[config.mk]
export PLATFORM = sky130hd
export DESIGN_NAME = display_pll_divisor_and_ref_clock_ctl
export DESIGN_NICKNAME = d
export VERILOG_FILES = /design/src/verilog/pll_ref_pkg.sv /design/src/verilog/display_pll_divisor_and_ref_clock_ctl.sv /design/src/verilog/double_buffer_reg.sv
export VERILOG_INCLUDE_DIRS = /design/src /design/src/verilog
export SDC_FILE = /design/constraint.sdc
export NUM_CORES = 1
export LEC_CHECK = 0
export BUFFER_PORTS_ARGS = -buffer_cell sky130_fd_sc_hd__buf_4
export CELL_PAD_IN_SITES_DETAIL_PLACEMENT = 0
export CELL_PAD_IN_SITES_GLOBAL_PLACEMENT = 1
export CORE_MARGIN = 2
export CORE_UTILIZATION = 25
export DETAILED_ROUTE_END_ITERATION = 7
export PLACE_DENSITY_LB_ADDON = 0.12
export SLEW_MARGIN = 10
export SYNTH_ARGS = -nofsm -noshare
export SYNTH_HDL_FRONTEND = slang
export SYNTH_HIERARCHICAL = 1
export SYNTH_SLANG_ARGS = --single-unit
[constraint.sdc]
create_clock -name clk -period 2.7 [get_ports clk]
set_input_delay 0.27 -clock clk [delete_from_list [all_inputs] [get_ports clk]]
set_output_delay 0.27 -clock clk [all_outputs]
set_load 0.02 [all_outputs]
[src/verilog/pll_ref_defines.svh]
`ifndef PLL_REF_DEFINES_SVH
`define PLL_REF_DEFINES_SVH

// ***************************************************
// Register byte addresses
// ***************************************************
`define ADDR_PLL_CONTROL 20'hC6014
`define ADDR_DIV_SET0 20'hC6040
`define ADDR_DIV_SET1 20'hC6044
`define ADDR_REF_CONTROL 20'hC6200
`define ADDR_RAW_FREQ 20'hC6204
`define ADDR_MOD_PARAMS 20'hC6210

// ***************************************************
// Reset values and writable-bit masks
// ***************************************************
`define RST_PLL_CONTROL 32'h00000080
`define MASK_PLL_CONTROL 32'h800000FF
`define RST_DIV_SET0 32'h00030D07
`define MASK_DIV_SET0 32'h09FF3F3F
`define RST_DIV_SET1 32'h00030D07
`define MASK_DIV_SET1 32'h01FF3F3F
`define RST_REF_CONTROL 32'h00000000
`define MASK_REF_CONTROL 32'h00007FC3
`define RST_RAW_FREQ 32'h00000000
`define MASK_RAW_FREQ 32'h000003FF
`define RST_MOD_PARAMS 32'h01204860
`define MASK_MOD_PARAMS 32'h3777FFFF

// ***************************************************
// Field positions
// ***************************************************
`define POS_OSC_ON 31
`define POS_DOUBLER_ON 27
`define BAND_TUNE_HI 24
`define BAND_TUNE_LO 22
`define N_DIV_HI 21
`define N_DIV_LO 16
`define M_COARSE_HI 13
`define M_COARSE_LO 8
`define M_FINE_HI 5
`define M_FINE_LO 0
`define ALT_POST_HI 7
`define ALT_POST_LO 0
`define CPU_SEL_HI 14
`define CPU_SEL_LO 13
`define SPREAD_SEL_HI 12
`define SPREAD_SEL_LO 11
`define FLAT_SEL_HI 10
`define FLAT_SEL_LO 9
`define WIDE_SEL_HI 8
`define WIDE_SEL_LO 7
`define POS_SPREAD_TYPE 6
`define POS_HALF_MOD_ON 1
`define POS_VAR_MOD_ON 0
`define RAW_FREQ_HI 9
`define RAW_FREQ_LO 0
`define LONG_MIX_HI 29
`define LONG_MIX_LO 28

// ***************************************************
// Timing
// ***************************************************
`define CLK_PERIOD_NS 20
`define MOD_SETTLE_NS 1000
`define MOD_SETTLE_CYC ((`MOD_SETTLE_NS + `CLK_PERIOD_NS - 1) / `CLK_PERIOD_NS)

`endif

[src/verilog/pll_ref_pkg.sv]
`default_nettype none

package pll_ref_pkg;

  typedef logic [1:0] src_code_t;

  typedef enum {
    SETTLE_IDLE,
    SETTLE_WAIT,
    SETTLE_DONE
  } settle_state_t;

endpackage

`default_nettype wire
[src/verilog/display_pll_divisor_and_ref_clock_ctl.sv]
`timescale 1ns/1ps
`default_nettype none
`include "pll_ref_defines.svh"

module display_pll_divisor_and_ref_clock_ctl
  import pll_ref_pkg::*;
(
  input wire logic clk,
  input wire logic reset,
  input wire logic [19:0] reg_addr,
  input wire logic reg_write,
  input wire logic [31:0] reg_wdata,
  input wire logic reg_read,
  input wire logic vblank,
  input wire logic panel_connected,
  input wire logic alternate_in_use,
  output logic [31:0] reg_rdata,
  output logic reg_rvalid,
  output logic write_blocked,
  output logic pll_oscillator_on,
  output logic display_clock_run,
  output logic [3:0] post_div_ratio,
  output logic post_div_reserved,
  output logic [5:0] n_div,
  output logic [5:0] m_coarse_div,
  output logic [5:0] m_fine_div,
  output logic [2:0] vco_band_tune,
  output logic doubler_clock_on,
  output logic spread_source_on,
  output logic flat_source_internal,
  output logic flat_source_external,
  output logic wide_spread_source_on,
  output logic cpu_ref_spread_out,
  output logic cpu_ref_flat_out,
  output logic half_pct_modulator_on,
  output logic variable_modulator_on,
  output logic variable_modulator_spread_type,
  output logic modulated_ref_stable,
  output logic [2:0] long_mix_repeats,
  output logic timer_tick
);

  // ***************************************************
  // Register port decode
  // ***************************************************
  logic hit_ctl;
  logic hit_set0;
  logic hit_set1;
  logic hit_ref;
  logic hit_raw;
  logic hit_mod;
  logic set_write;

  assign hit_ctl = reg_addr == `ADDR_PLL_CONTROL;
  assign hit_set0 = reg_addr == `ADDR_DIV_SET0;
  assign hit_set1 = reg_addr == `ADDR_DIV_SET1;
  assign hit_ref = reg_addr == `ADDR_REF_CONTROL;
  assign hit_raw = reg_addr == `ADDR_RAW_FREQ;
  assign hit_mod = reg_addr == `ADDR_MOD_PARAMS;
  assign set_write = reg_write && (hit_set0 || hit_set1);

  // ***************************************************
  // Plain registers
  // ***************************************************
  logic [31:0] ctl_q, ctl_d;
  logic [31:0] ref_q, ref_d;
  logic [31:0] raw_q, raw_d;
  logic [31:0] mod_q, mod_d;
  logic post_write;

  assign post_write = reg_write && hit_ctl;

  always_comb begin
    ctl_d = ctl_q;
    ref_d = ref_q;
    raw_d = raw_q;
    mod_d = mod_q;
    // Masks keep reserved bits at zero whatever is written
    if (post_write) begin
      ctl_d = reg_wdata & `MASK_PLL_CONTROL;
    end
    if (reg_write && hit_ref) begin
      ref_d = reg_wdata & `MASK_REF_CONTROL;
    end
    if (reg_write && hit_raw) begin
      raw_d = reg_wdata & `MASK_RAW_FREQ;
    end
    if (reg_write && hit_mod) begin
      mod_d = reg_wdata & `MASK_MOD_PARAMS;
    end
  end

  always_ff @(posedge clk) begin
    if (reset) begin
      ctl_q <= `RST_PLL_CONTROL;
      ref_q <= `RST_REF_CONTROL;
      raw_q <= `RST_RAW_FREQ;
      mod_q <= `RST_MOD_PARAMS;
    end else begin
      ctl_q <= ctl_d;
      ref_q <= ref_d;
      raw_q <= raw_d;
      mod_q <= mod_d;
    end
  end

  // ***************************************************
  // Divisor sets
  // ***************************************************
  logic [31:0] set0_written, set0_active;
  logic [31:0] set1_written, set1_active;
  logic transfer;

  // Vblank moves sets to the active stage; a post divider write with the
  // oscillator off finalises them at once since no frame is running
  assign transfer = vblank || (post_write && !ctl_q[`POS_OSC_ON]);

  double_buffer_reg #(
    .WIDTH(32),
    .RESET_VALUE(`RST_DIV_SET0),
    .WRITE_MASK(`MASK_DIV_SET0)
  ) u_set0 (
    .clk(clk),
    .reset(reset),
    .write_en(reg_write && hit_set0 && !panel_connected),
    .write_data(reg_wdata),
    .transfer(transfer),
    .written_q(set0_written),
    .active_q(set0_active)
  );

  double_buffer_reg #(
    .WIDTH(32),
    .RESET_VALUE(`RST_DIV_SET1),
    .WRITE_MASK(`MASK_DIV_SET1)
  ) u_set1 (
    .clk(clk),
    .reset(reset),
    .write_en(reg_write && hit_set1 && !panel_connected),
    .write_data(reg_wdata),
    .transfer(transfer),
    .written_q(set1_written),
    .active_q(set1_active)
  );

  // ***************************************************
  // Read port
  // ***************************************************
  logic [31:0] rdata_d;

  always_comb begin
    rdata_d = 32'h00000000;
    if (hit_ctl) begin
      rdata_d = ctl_q;
    end else if (hit_set0) begin
      rdata_d = set0_written;
    end else if (hit_set1) begin
      rdata_d = set1_written;
    end else if (hit_ref) begin
      rdata_d = ref_q;
    end else if (hit_raw) begin
      rdata_d = raw_q;
    end else if (hit_mod) begin
      rdata_d = mod_q;
    end
  end

  // ***************************************************
  // Post divider decode
  // ***************************************************
  logic [3:0] ratio_d;
  logic reserved_d;
  logic [7:0] post_byte;

  assign post_byte = ctl_q[`ALT_POST_HI:`ALT_POST_LO];

  always_comb begin
    reserved_d = 1'b0;
    case (post_byte)
      8'h01: ratio_d = 4'h1;
      8'h02: ratio_d = 4'h2;
      8'h04: ratio_d = 4'h3;
      8'h08: ratio_d = 4'h4;
      8'h10: ratio_d = 4'h5;
      8'h20: ratio_d = 4'h6;
      8'h40: ratio_d = 4'h7;
      8'h80: ratio_d = 4'h8;
      default: begin
        ratio_d = 4'h0;
        reserved_d = 1'b1;
      end
    endcase
  end

  // ***************************************************
  // Modulator settle timer
  // ***************************************************
  // PLLs on a modulated reference must wait this long; the flag lets
  // the enable logic outside hold off rather than trusting software
  localparam logic [7:0] SETTLE_CYC = 8'(`MOD_SETTLE_CYC);
  settle_state_t settle_q, settle_d;
  logic [7:0] settle_cnt_q, settle_cnt_d;
  logic mod_any;

  assign mod_any = ref_q[`POS_HALF_MOD_ON] || ref_q[`POS_VAR_MOD_ON];

  always_comb begin
    settle_d = settle_q;
    settle_cnt_d = settle_cnt_q;
    case (settle_q)
      SETTLE_IDLE: begin
        settle_cnt_d = 8'h00;
        if (mod_any) begin
          settle_d = SETTLE_WAIT;
        end
      end
      SETTLE_WAIT: begin
        settle_cnt_d = settle_cnt_q + 8'h01;
        if (!mod_any) begin
          settle_d = SETTLE_IDLE;
        end else if (settle_cnt_q == SETTLE_CYC - 8'h02) begin
          settle_d = SETTLE_DONE;
        end
      end
      SETTLE_DONE: begin
        if (!mod_any) begin
          settle_d = SETTLE_IDLE;
        end
      end
      default: settle_d = SETTLE_IDLE;
    endcase
  end

  // ***************************************************
  // Timer tick from the raw clock divisor
  // ***************************************************
  logic [9:0] tick_cnt_q, tick_cnt_d;
  logic tick_d;

  always_comb begin
    tick_cnt_d = tick_cnt_q + 10'h001;
    tick_d = 1'b0;
    if (raw_q[`RAW_FREQ_HI:`RAW_FREQ_LO] == 10'h000) begin
      tick_cnt_d = 10'h000;
    end else if (tick_cnt_q >= raw_q[`RAW_FREQ_HI:`RAW_FREQ_LO] - 10'h001) begin
      tick_cnt_d = 10'h000;
      tick_d = 1'b1;
    end
  end

  // ***************************************************
  // Output decode
  // ***************************************************
  logic [31:0] act_set;
  logic osc_d;
  logic spread_d;
  logic flat_int_d;
  logic flat_ext_d;
  logic wide_d;
  logic half_d;
  logic var_d;

  assign act_set = alternate_in_use ? set1_active : set0_active;
  assign osc_d = ctl_q[`POS_OSC_ON];
  assign spread_d = ref_q[`SPREAD_SEL_HI:`SPREAD_SEL_LO] == 2'h2;
  assign flat_int_d = ref_q[`FLAT_SEL_HI:`FLAT_SEL_LO] == 2'h2;
  assign flat_ext_d = ref_q[`FLAT_SEL_HI:`FLAT_SEL_LO] == 2'h1;
  assign wide_d = ref_q[`WIDE_SEL_HI:`WIDE_SEL_LO] == 2'h2;
  assign half_d = ref_q[`POS_HALF_MOD_ON] && spread_d;
  // Without the wide source the variable modulator has no clock to shape
  assign var_d = ref_q[`POS_VAR_MOD_ON] && wide_d;

  always_ff @(posedge clk) begin
    if (reset) begin
      reg_rdata <= 32'h00000000;
      reg_rvalid <= 1'b0;
      write_blocked <= 1'b0;
      pll_oscillator_on <= 1'b0;
      display_clock_run <= 1'b0;
      post_div_ratio <= 4'h8;
      post_div_reserved <= 1'b0;
      n_div <= 6'h00;
      m_coarse_div <= 6'h00;
      m_fine_div <= 6'h00;
      vco_band_tune <= 3'h0;
      doubler_clock_on <= 1'b0;
      spread_source_on <= 1'b0;
      flat_source_internal <= 1'b0;
      flat_source_external <= 1'b0;
      wide_spread_source_on <= 1'b0;
      cpu_ref_spread_out <= 1'b0;
      cpu_ref_flat_out <= 1'b0;
      half_pct_modulator_on <= 1'b0;
      variable_modulator_on <= 1'b0;
      variable_modulator_spread_type <= 1'b0;
      modulated_ref_stable <= 1'b0;
      long_mix_repeats <= 3'h1;
      timer_tick <= 1'b0;
      settle_q <= SETTLE_IDLE;
      settle_cnt_q <= 8'h00;
      tick_cnt_q <= 10'h000;
    end else begin
      reg_rdata <= reg_read ? rdata_d : 32'h00000000;
      reg_rvalid <= reg_read;
      write_blocked <= set_write && panel_connected;
      pll_oscillator_on <= osc_d;
      display_clock_run <= osc_d;
      post_div_ratio <= ratio_d;
      post_div_reserved <= reserved_d;
      // Divisors are handed on in register form, each two below its ratio
      n_div <= act_set[`N_DIV_HI:`N_DIV_LO];
      m_coarse_div <= act_set[`M_COARSE_HI:`M_COARSE_LO];
      m_fine_div <= act_set[`M_FINE_HI:`M_FINE_LO];
      vco_band_tune <= act_set[`BAND_TUNE_HI:`BAND_TUNE_LO];
      doubler_clock_on <= osc_d && set0_active[`POS_DOUBLER_ON];
      spread_source_on <= spread_d;
      flat_source_internal <= flat_int_d;
      flat_source_external <= flat_ext_d;
      wide_spread_source_on <= wide_d;
      cpu_ref_spread_out <= ref_q[`CPU_SEL_HI:`CPU_SEL_LO] == 2'h2 && spread_d && half_d;
      cpu_ref_flat_out <= ref_q[`CPU_SEL_HI:`CPU_SEL_LO] == 2'h3
        && (flat_int_d || flat_ext_d);
      half_pct_modulator_on <= half_d;
      variable_modulator_on <= var_d;
      variable_modulator_spread_type <= ref_q[`POS_SPREAD_TYPE];
      modulated_ref_stable <= settle_d == SETTLE_DONE;
      long_mix_repeats <= {1'b0, mod_q[`LONG_MIX_HI:`LONG_MIX_LO]} + 3'h1;
      timer_tick <= tick_d;
      settle_q <= settle_d;
      settle_cnt_q <= settle_cnt_d;
      tick_cnt_q <= tick_cnt_d;
    end
  end
endmodule // display_pll_divisor_and_ref_clock_ctl

`default_nettype wire

[src/verilog/double_buffer_reg.sv]
`timescale 1ns/1ps
`default_nettype none

module double_buffer_reg #(
  parameter int WIDTH = 32,
  parameter logic [WIDTH-1:0] RESET_VALUE = '0,
  parameter logic [WIDTH-1:0] WRITE_MASK = '1
) (
  input wire logic clk,
  input wire logic reset,
  input wire logic write_en,
  input wire logic [WIDTH-1:0] write_data,
  input wire logic transfer,
  output logic [WIDTH-1:0] written_q,
  output logic [WIDTH-1:0] active_q
);

  logic [WIDTH-1:0] written_d;
  logic [WIDTH-1:0] active_d;

  // Active stage takes the first stage as it stands before this cycle's write
  always_comb begin
    written_d = written_q;
    active_d = active_q;
    if (write_en) begin
      written_d = write_data & WRITE_MASK;
    end
    if (transfer) begin
      active_d = written_q;
    end
  end

  always_ff @(posedge clk) begin
    if (reset) begin
      written_q <= RESET_VALUE;
      active_q <= RESET_VALUE;
    end else begin
      written_q <= written_d;
      active_q <= active_d;
    end
  end

endmodule // double_buffer_reg

`default_nettype wire

* After elaboration in Yosys (flattened, before gate mapping) *
Cells that the tools add are included.

cells by class
  div/mod/pow operators = 0
  eq/ne operators = 24
  add/sub/neg operators = 4
  shift-type cells = 0
  bitwise operators = 2
  $mul = 0
  mux-type cells = 16
  reduce and logical (&&, ||, !) cells = 34
  order comparisons = 1

operators with widths
  operator                                            count
  2-to-1 mux 32 bit                                   5
  2-to-1 mux 30 bit                                   5
  == test 20 bit, second input constant               6
  one-hot mux 32 bit (3 select lines)                 1
  == test 32 x 1 -> 1 bit, second input constant      1
  == test 32 x 2 -> 1 bit, second input constant      1
  == test 32 x 3 -> 1 bit, second input constant      1
  zero test 32 bit                                    1
  one-hot mux 4 bit (8 select lines)                  1
  2-to-1 mux 25 bit                                   1
  logical AND 1 bit                                   17
  == test 8 x 6 -> 1 bit, second input constant       2
  one-hot mux 8 bit (2 select lines)                  1
  OR reduction 8 bit                                  2
  adder 10 x 1 -> 10 bit, second input constant       1
  == test 2 bit, second input constant                5
  >= comparator 10 bit                                1
  zero test 10 bit                                    1
  subtractor 10 x 1 -> 10 bit, second input constant  1
  adder 8 x 1 -> 8 bit, second input constant         1
  == test 8 x 1 -> 1 bit, second input constant       1
  == test 8 x 2 -> 1 bit, second input constant       1
  == test 8 x 3 -> 1 bit, second input constant       1
  == test 8 x 4 -> 1 bit, second input constant       1
  other kinds (14)                                    22

word-level totals
  latch bits = 0
  bits in writable memories = 0
  bits in registers = 269
  memories = 0
  output and inout bits = 77
  bits of input ports = 59
  word-level logic and storage cells = 119
  bits in read-only memories = 0

* Depth between registers and ports, before layout *
  depth after elaboration = 7
  gate-level depth with buffers = 10

* By module *
Netlist, hierarchy kept.

by module, submodules not included
  module                                 area each (um2)  cells an instance  times used
  display_pll_divisor_and_ref_clock_ctl  7629.8           827                1
  double_buffer_reg (u_set0)             1785.5           164                1
  double_buffer_reg (u_set1)             1740.4           160                1

* Worst setup path before layout *
OpenSTA, ideal clock, no wires.

  path type = input to register
  from = in reg_addr[1]
  to = reg u_set0.active_q[18]
  setup time = 0.128 ns
  path buffers = 4
  slack = 0.157 ns
  arrival time = 2.415 ns
  data required time = 2.572 ns
  stages on the path = 10
  path through = or4b_1 buf_2 nor4_1 nand3_1 clkbuf_1 o21bai_1 buf_6 buf_12 mux2i_1 nor2_1

between the ends
  longest elaborated chain between the ends = 4

RTL lines
  item                      RTL line                                      RTL
  from (decl)               display_pll_divisor_and_ref_clock_ctl.sv:10   input wire logic [19:0] reg_addr,
  == test 20 bit (no line)  --
  logical AND 1 bit         display_pll_divisor_and_ref_clock_ctl.sv:71   assign post_write = reg_write && hit_ctl;
  logical AND 1 bit         display_pll_divisor_and_ref_clock_ctl.sv:116  assign transfer = vblank || (post_write && !ctl_q[`POS_OSC_ON]);
  logical OR 1 bit          display_pll_divisor_and_ref_clock_ctl.sv:116
  named net transfer        display_pll_divisor_and_ref_clock_ctl.sv:112  logic transfer;
  to (signal assigned)      double_buffer_reg.sv:39                       active_q <= active_d;
  to (decl)                 double_buffer_reg.sv:15                       output logic [WIDTH-1:0] active_q

The timed path passes the listed nets, and every way through them passes these cells.
A chain may end at the register's enable or synchronous reset.

* Worst setup path in the final report *
  from = reg raw_q[0]
  to = reg tick_cnt_q[3]

between the ends
  longest elaborated chain between the ends = 3

RTL lines
  item                              RTL line                                      RTL
  from (decl)                       display_pll_divisor_and_ref_clock_ctl.sv:67   logic [31:0] raw_q, raw_d;
  from (signal assigned)            display_pll_divisor_and_ref_clock_ctl.sv:97   raw_q <= `RST_RAW_FREQ;
  from (signal assigned)            display_pll_divisor_and_ref_clock_ctl.sv:102  raw_q <= raw_d;
  subtractor 10 x 1 -> 10 bit       display_pll_divisor_and_ref_clock_ctl.sv:245  end else if (tick_cnt_q >= raw_q[`RAW_FREQ_HI:`RAW_FREQ_LO] - 10'h001) begin
  >= comparator 10 bit              display_pll_divisor_and_ref_clock_ctl.sv:245
  OR reduction 3 bit (no line) (*)  --
  to (signal assigned)              display_pll_divisor_and_ref_clock_ctl.sv:331  tick_cnt_q <= tick_cnt_d;
  to (decl)                         display_pll_divisor_and_ref_clock_ctl.sv:237  logic [9:0] tick_cnt_q, tick_cnt_d;

Mark *: on every way between the ends. The rest lies on a longest branch, timed or not.

==> flow_metrics.env <==
export IMPL_status="finished clean"
export IMPL_clock_latency_ps=540
export IMPL_path_max_fanout=10
export IMPL_cp_num_cells=11
export IMPL_gp_congestion=0.7788
export IMPL_htreeDepth=2
export IMPL_vias_per_cell=4.420
export IMPL_postSynthAreaPerCell_um2=9.733
export IMPL_cp_num_buf_inv=2
export IMPL_layout_nets=1405
export IMPL_syn_area_um2=11000
export IMPL_antenna_found_initial=0
export IMPL_critPathSlowestCell="dfxtp_1"
export IMPL_antenna_cells=0
export IMPL_die_y_um=213.7
export IMPL_core_area_um2=43270
export IMPL_finClkSkew_ps=23.48
export IMPL_fin_ws_ps=309.2
export IMPL_r2r_cells=11
export IMPL_path_cells="inv_1 -> ha_1 -> nand2_1 -> xor2_1 -> ha_1 -> a21o_1 -> a2111oi_2 -> o21a_1 -> o211ai_1 -> buf_4 -> nor2_1"
export IMPL_rsz0062_at_grt="no"
export IMPL_cts_buffer_depth=3
export IMPL_grt_max_degree=82
export IMPL_pin_count=136
export IMPL_grt_pass1_vias=8551
export IMPL_grt_pass1_wl_um=51520
export IMPL_numPortBuffers=134
export IMPL_clock_sinks=269
export IMPL_maxSlewViolCount=0
export IMPL_ir_drop_uv=350.9
export IMPL_drt_iter0_drc=408
export IMPL_finalSetupViolCount=0
export IMPL_die_x_um=213.7
export IMPL_required_ps=3160
export IMPL_drt_pass1_iterations=4
export IMPL_startpoint="raw_q[0]"
export IMPL_maxCapViolCount=0
export IMPL_yosysWarnings=6
export IMPL_initial_core_util_pct=25.42
export IMPL_synthCells=1130
export IMPL_root_buffer="clkbuf_16"
export IMPL_setup_worst_path_end="tick_cnt_q[3]"
export IMPL_p_per_area_nw_per_um2=642.8
export IMPL_drc=0
export IMPL_dpl_cell_count=1854
export IMPL_grt_use_total_pct=15.04
export IMPL_wire_per_inst_um=17.58
export IMPL_r2r_setup_slack_ps=310
export IMPL_worst_pin_slew_ps=904.4
export IMPL_crit_top_cell="ha_1"
export IMPL_cts_buffers_inserted=35
export IMPL_worstHoldPathType="primary input to register"
export IMPL_crit_path_start_kind="register"
export IMPL_place_hpwl_um=23850
export IMPL_fmax_ghz=0.4183
export IMPL_path_clk_slew_ps=50
export IMPL_end_kind="register"
export IMPL_r2r_start="raw_q[0]"
export IMPL_cts_tree="yes"
export IMPL_crit_type="register to register"
export IMPL_layout_drive_gt1_share_pct=19.45
export IMPL_hold_viol_final=0
export IMPL_ant_nets=0
export IMPL_wl_um=34050
export IMPL_area_delta_synth_final_pct=29.60
export IMPL_maxSlewHeadroom_pct=39.71
export IMPL_min_period_over_period_pct=88.55
export IMPL_hold_slack_ps=28.78
export IMPL_dieArea_um2=45690
export IMPL_overflow=0
export IMPL_pre_cts_ws_ps=20.85
export IMPL_finalCriticalPeriod_ps=2391
export IMPL_num_rows=76
export IMPL_cp_slowest_stage_delay_ps=370
export IMPL_finalNonFillerCells=1937
export IMPL_crit_arrival_ps=2850
export IMPL_worstReg2RegEnd="tick_cnt_q[3]"
export IMPL_p_leak_nw=5.882
export IMPL_cp_top_family="compound AO/OA/AOI/OAI gates"
export IMPL_setup_tns_ps=0
export IMPL_via_count=8561
## cell usage in the layout (no fill, tap or decap), types with 4 or more instances in the layout
master / n
nand3_1: 24
clkbuf_16: 36
a22oi_1: 4
a211oi_1: 5
conb_1: 51
o41ai_1: 5
a221o_1: 4
or4_1: 6
a22o_1: 15
a21oi_1: 49
nand2b_1: 15
xnor2_1: 10
dfxtp_1: 269
clkinv_2: 4
mux2i_1: 107
inv_1: 19
and2b_1: 6
clkbuf_1: 7
a211o_1: 38
and3b_1: 4
nor2_1: 151
a32oi_1: 13
clkbuf_8: 7
ha_1: 17
buf_12: 11
nor2b_1: 34
and2_1: 6
o211ai_1: 5
o21ai_0: 15
nor4_1: 16
nand2_1: 80
nor3_1: 16
xor2_1: 9
and3_1: 16
buf_4: 183
dlygate4sd3_1: 22
## stage by stage
| stage | power, mW | cell area (um2) | util (%) |
|---|---|---|---|
| 2_1_floorplan | 4.331 | 11180 | - |
| 3_3_place_gp | 4.510 | 12850 | 29.71 |
| 3_5_place_dp | 4.509 | 12850 | 29.71 |
| 4_1_cts | 9.366 | 14240 | 32.91 |
| 5_1_grt | 9.529 | 14250 | 32.94 |
| 6_report | 9.163 | 14250 | 32.94 |
## cell type report
class                   instances  area, um2
fillers                      4527      29010
flip-flops and latches        269       5385
multi-input cells             785       5066
repair buffers                217       1826
clock buffers                  50       1023
well taps                     585      732.0
clock inverters                10      142.6
inverters                      21      78.83
## where the power goes
part           switching, mW  internal (mW)  leakage, nW
clock network           1.80           2.92        0.572
logic                  0.230          0.178         3.12
registers             0.0153           4.02         2.18
total                   2.05           7.12         5.88
## worst min-delay path: cells and delay by family
| kind | cells | cell delay [ps] |
|---|---|---|
| buf+inv | 1 | 120 |
| mux | 1 | 70 |
| simple gates | 1 | 60 |
## registers in the layout, indices dropped and copies added, names as in the netlist, 8 cells and up
name / flops
u_set0/active_q: 22
settle_cnt_q: 8
raw_q: 10
u_set1/written_q: 21
mod_q: 27
tick_cnt_q: 10
u_set1/active_q: 21
reg_rdata: 32
ctl_q: 9
ref_q: 11
u_set0/written_q: 22
settle_q: 32
## how the worst min path moves through the flow
| stage | cells after the start | from | endpoint |
|---|---|---|---|
| global placement | 1 | mod_q[28] | long_mix_repeats[0] |
| floorplan | 1 | reg_wdata[10] | u_set1/written_q[10] |
| CTS | 2 | reg_wdata[2] | u_set1/written_q[2] |
| global route | 2 | reg_wdata[8] | u_set1/written_q[8] |
| detailed placement | 1 | mod_q[28] | long_mix_repeats[0] |
| finish | 3 | reg_wdata[6] | mod_q[6] |
## routing by layer
metal	global-route usage, %	vias to the layer above	part of all wire [%]
li1	-	4290	-
met1	19.84	4035	47
met2	24.38	181	46
met3	3.383	55	5.2
met4	4.765	0	2.6
met5	0	-	0
## what timing repair did
item,in CTS,in global routing
gates resized for setup,0,2
endpoints found under the setup margin,0,10
hold buffers,22,0
buffers inserted,0,1
endpoints found under the hold margin,50,0
Note: power is estimated with default switching activity, not from simulation.
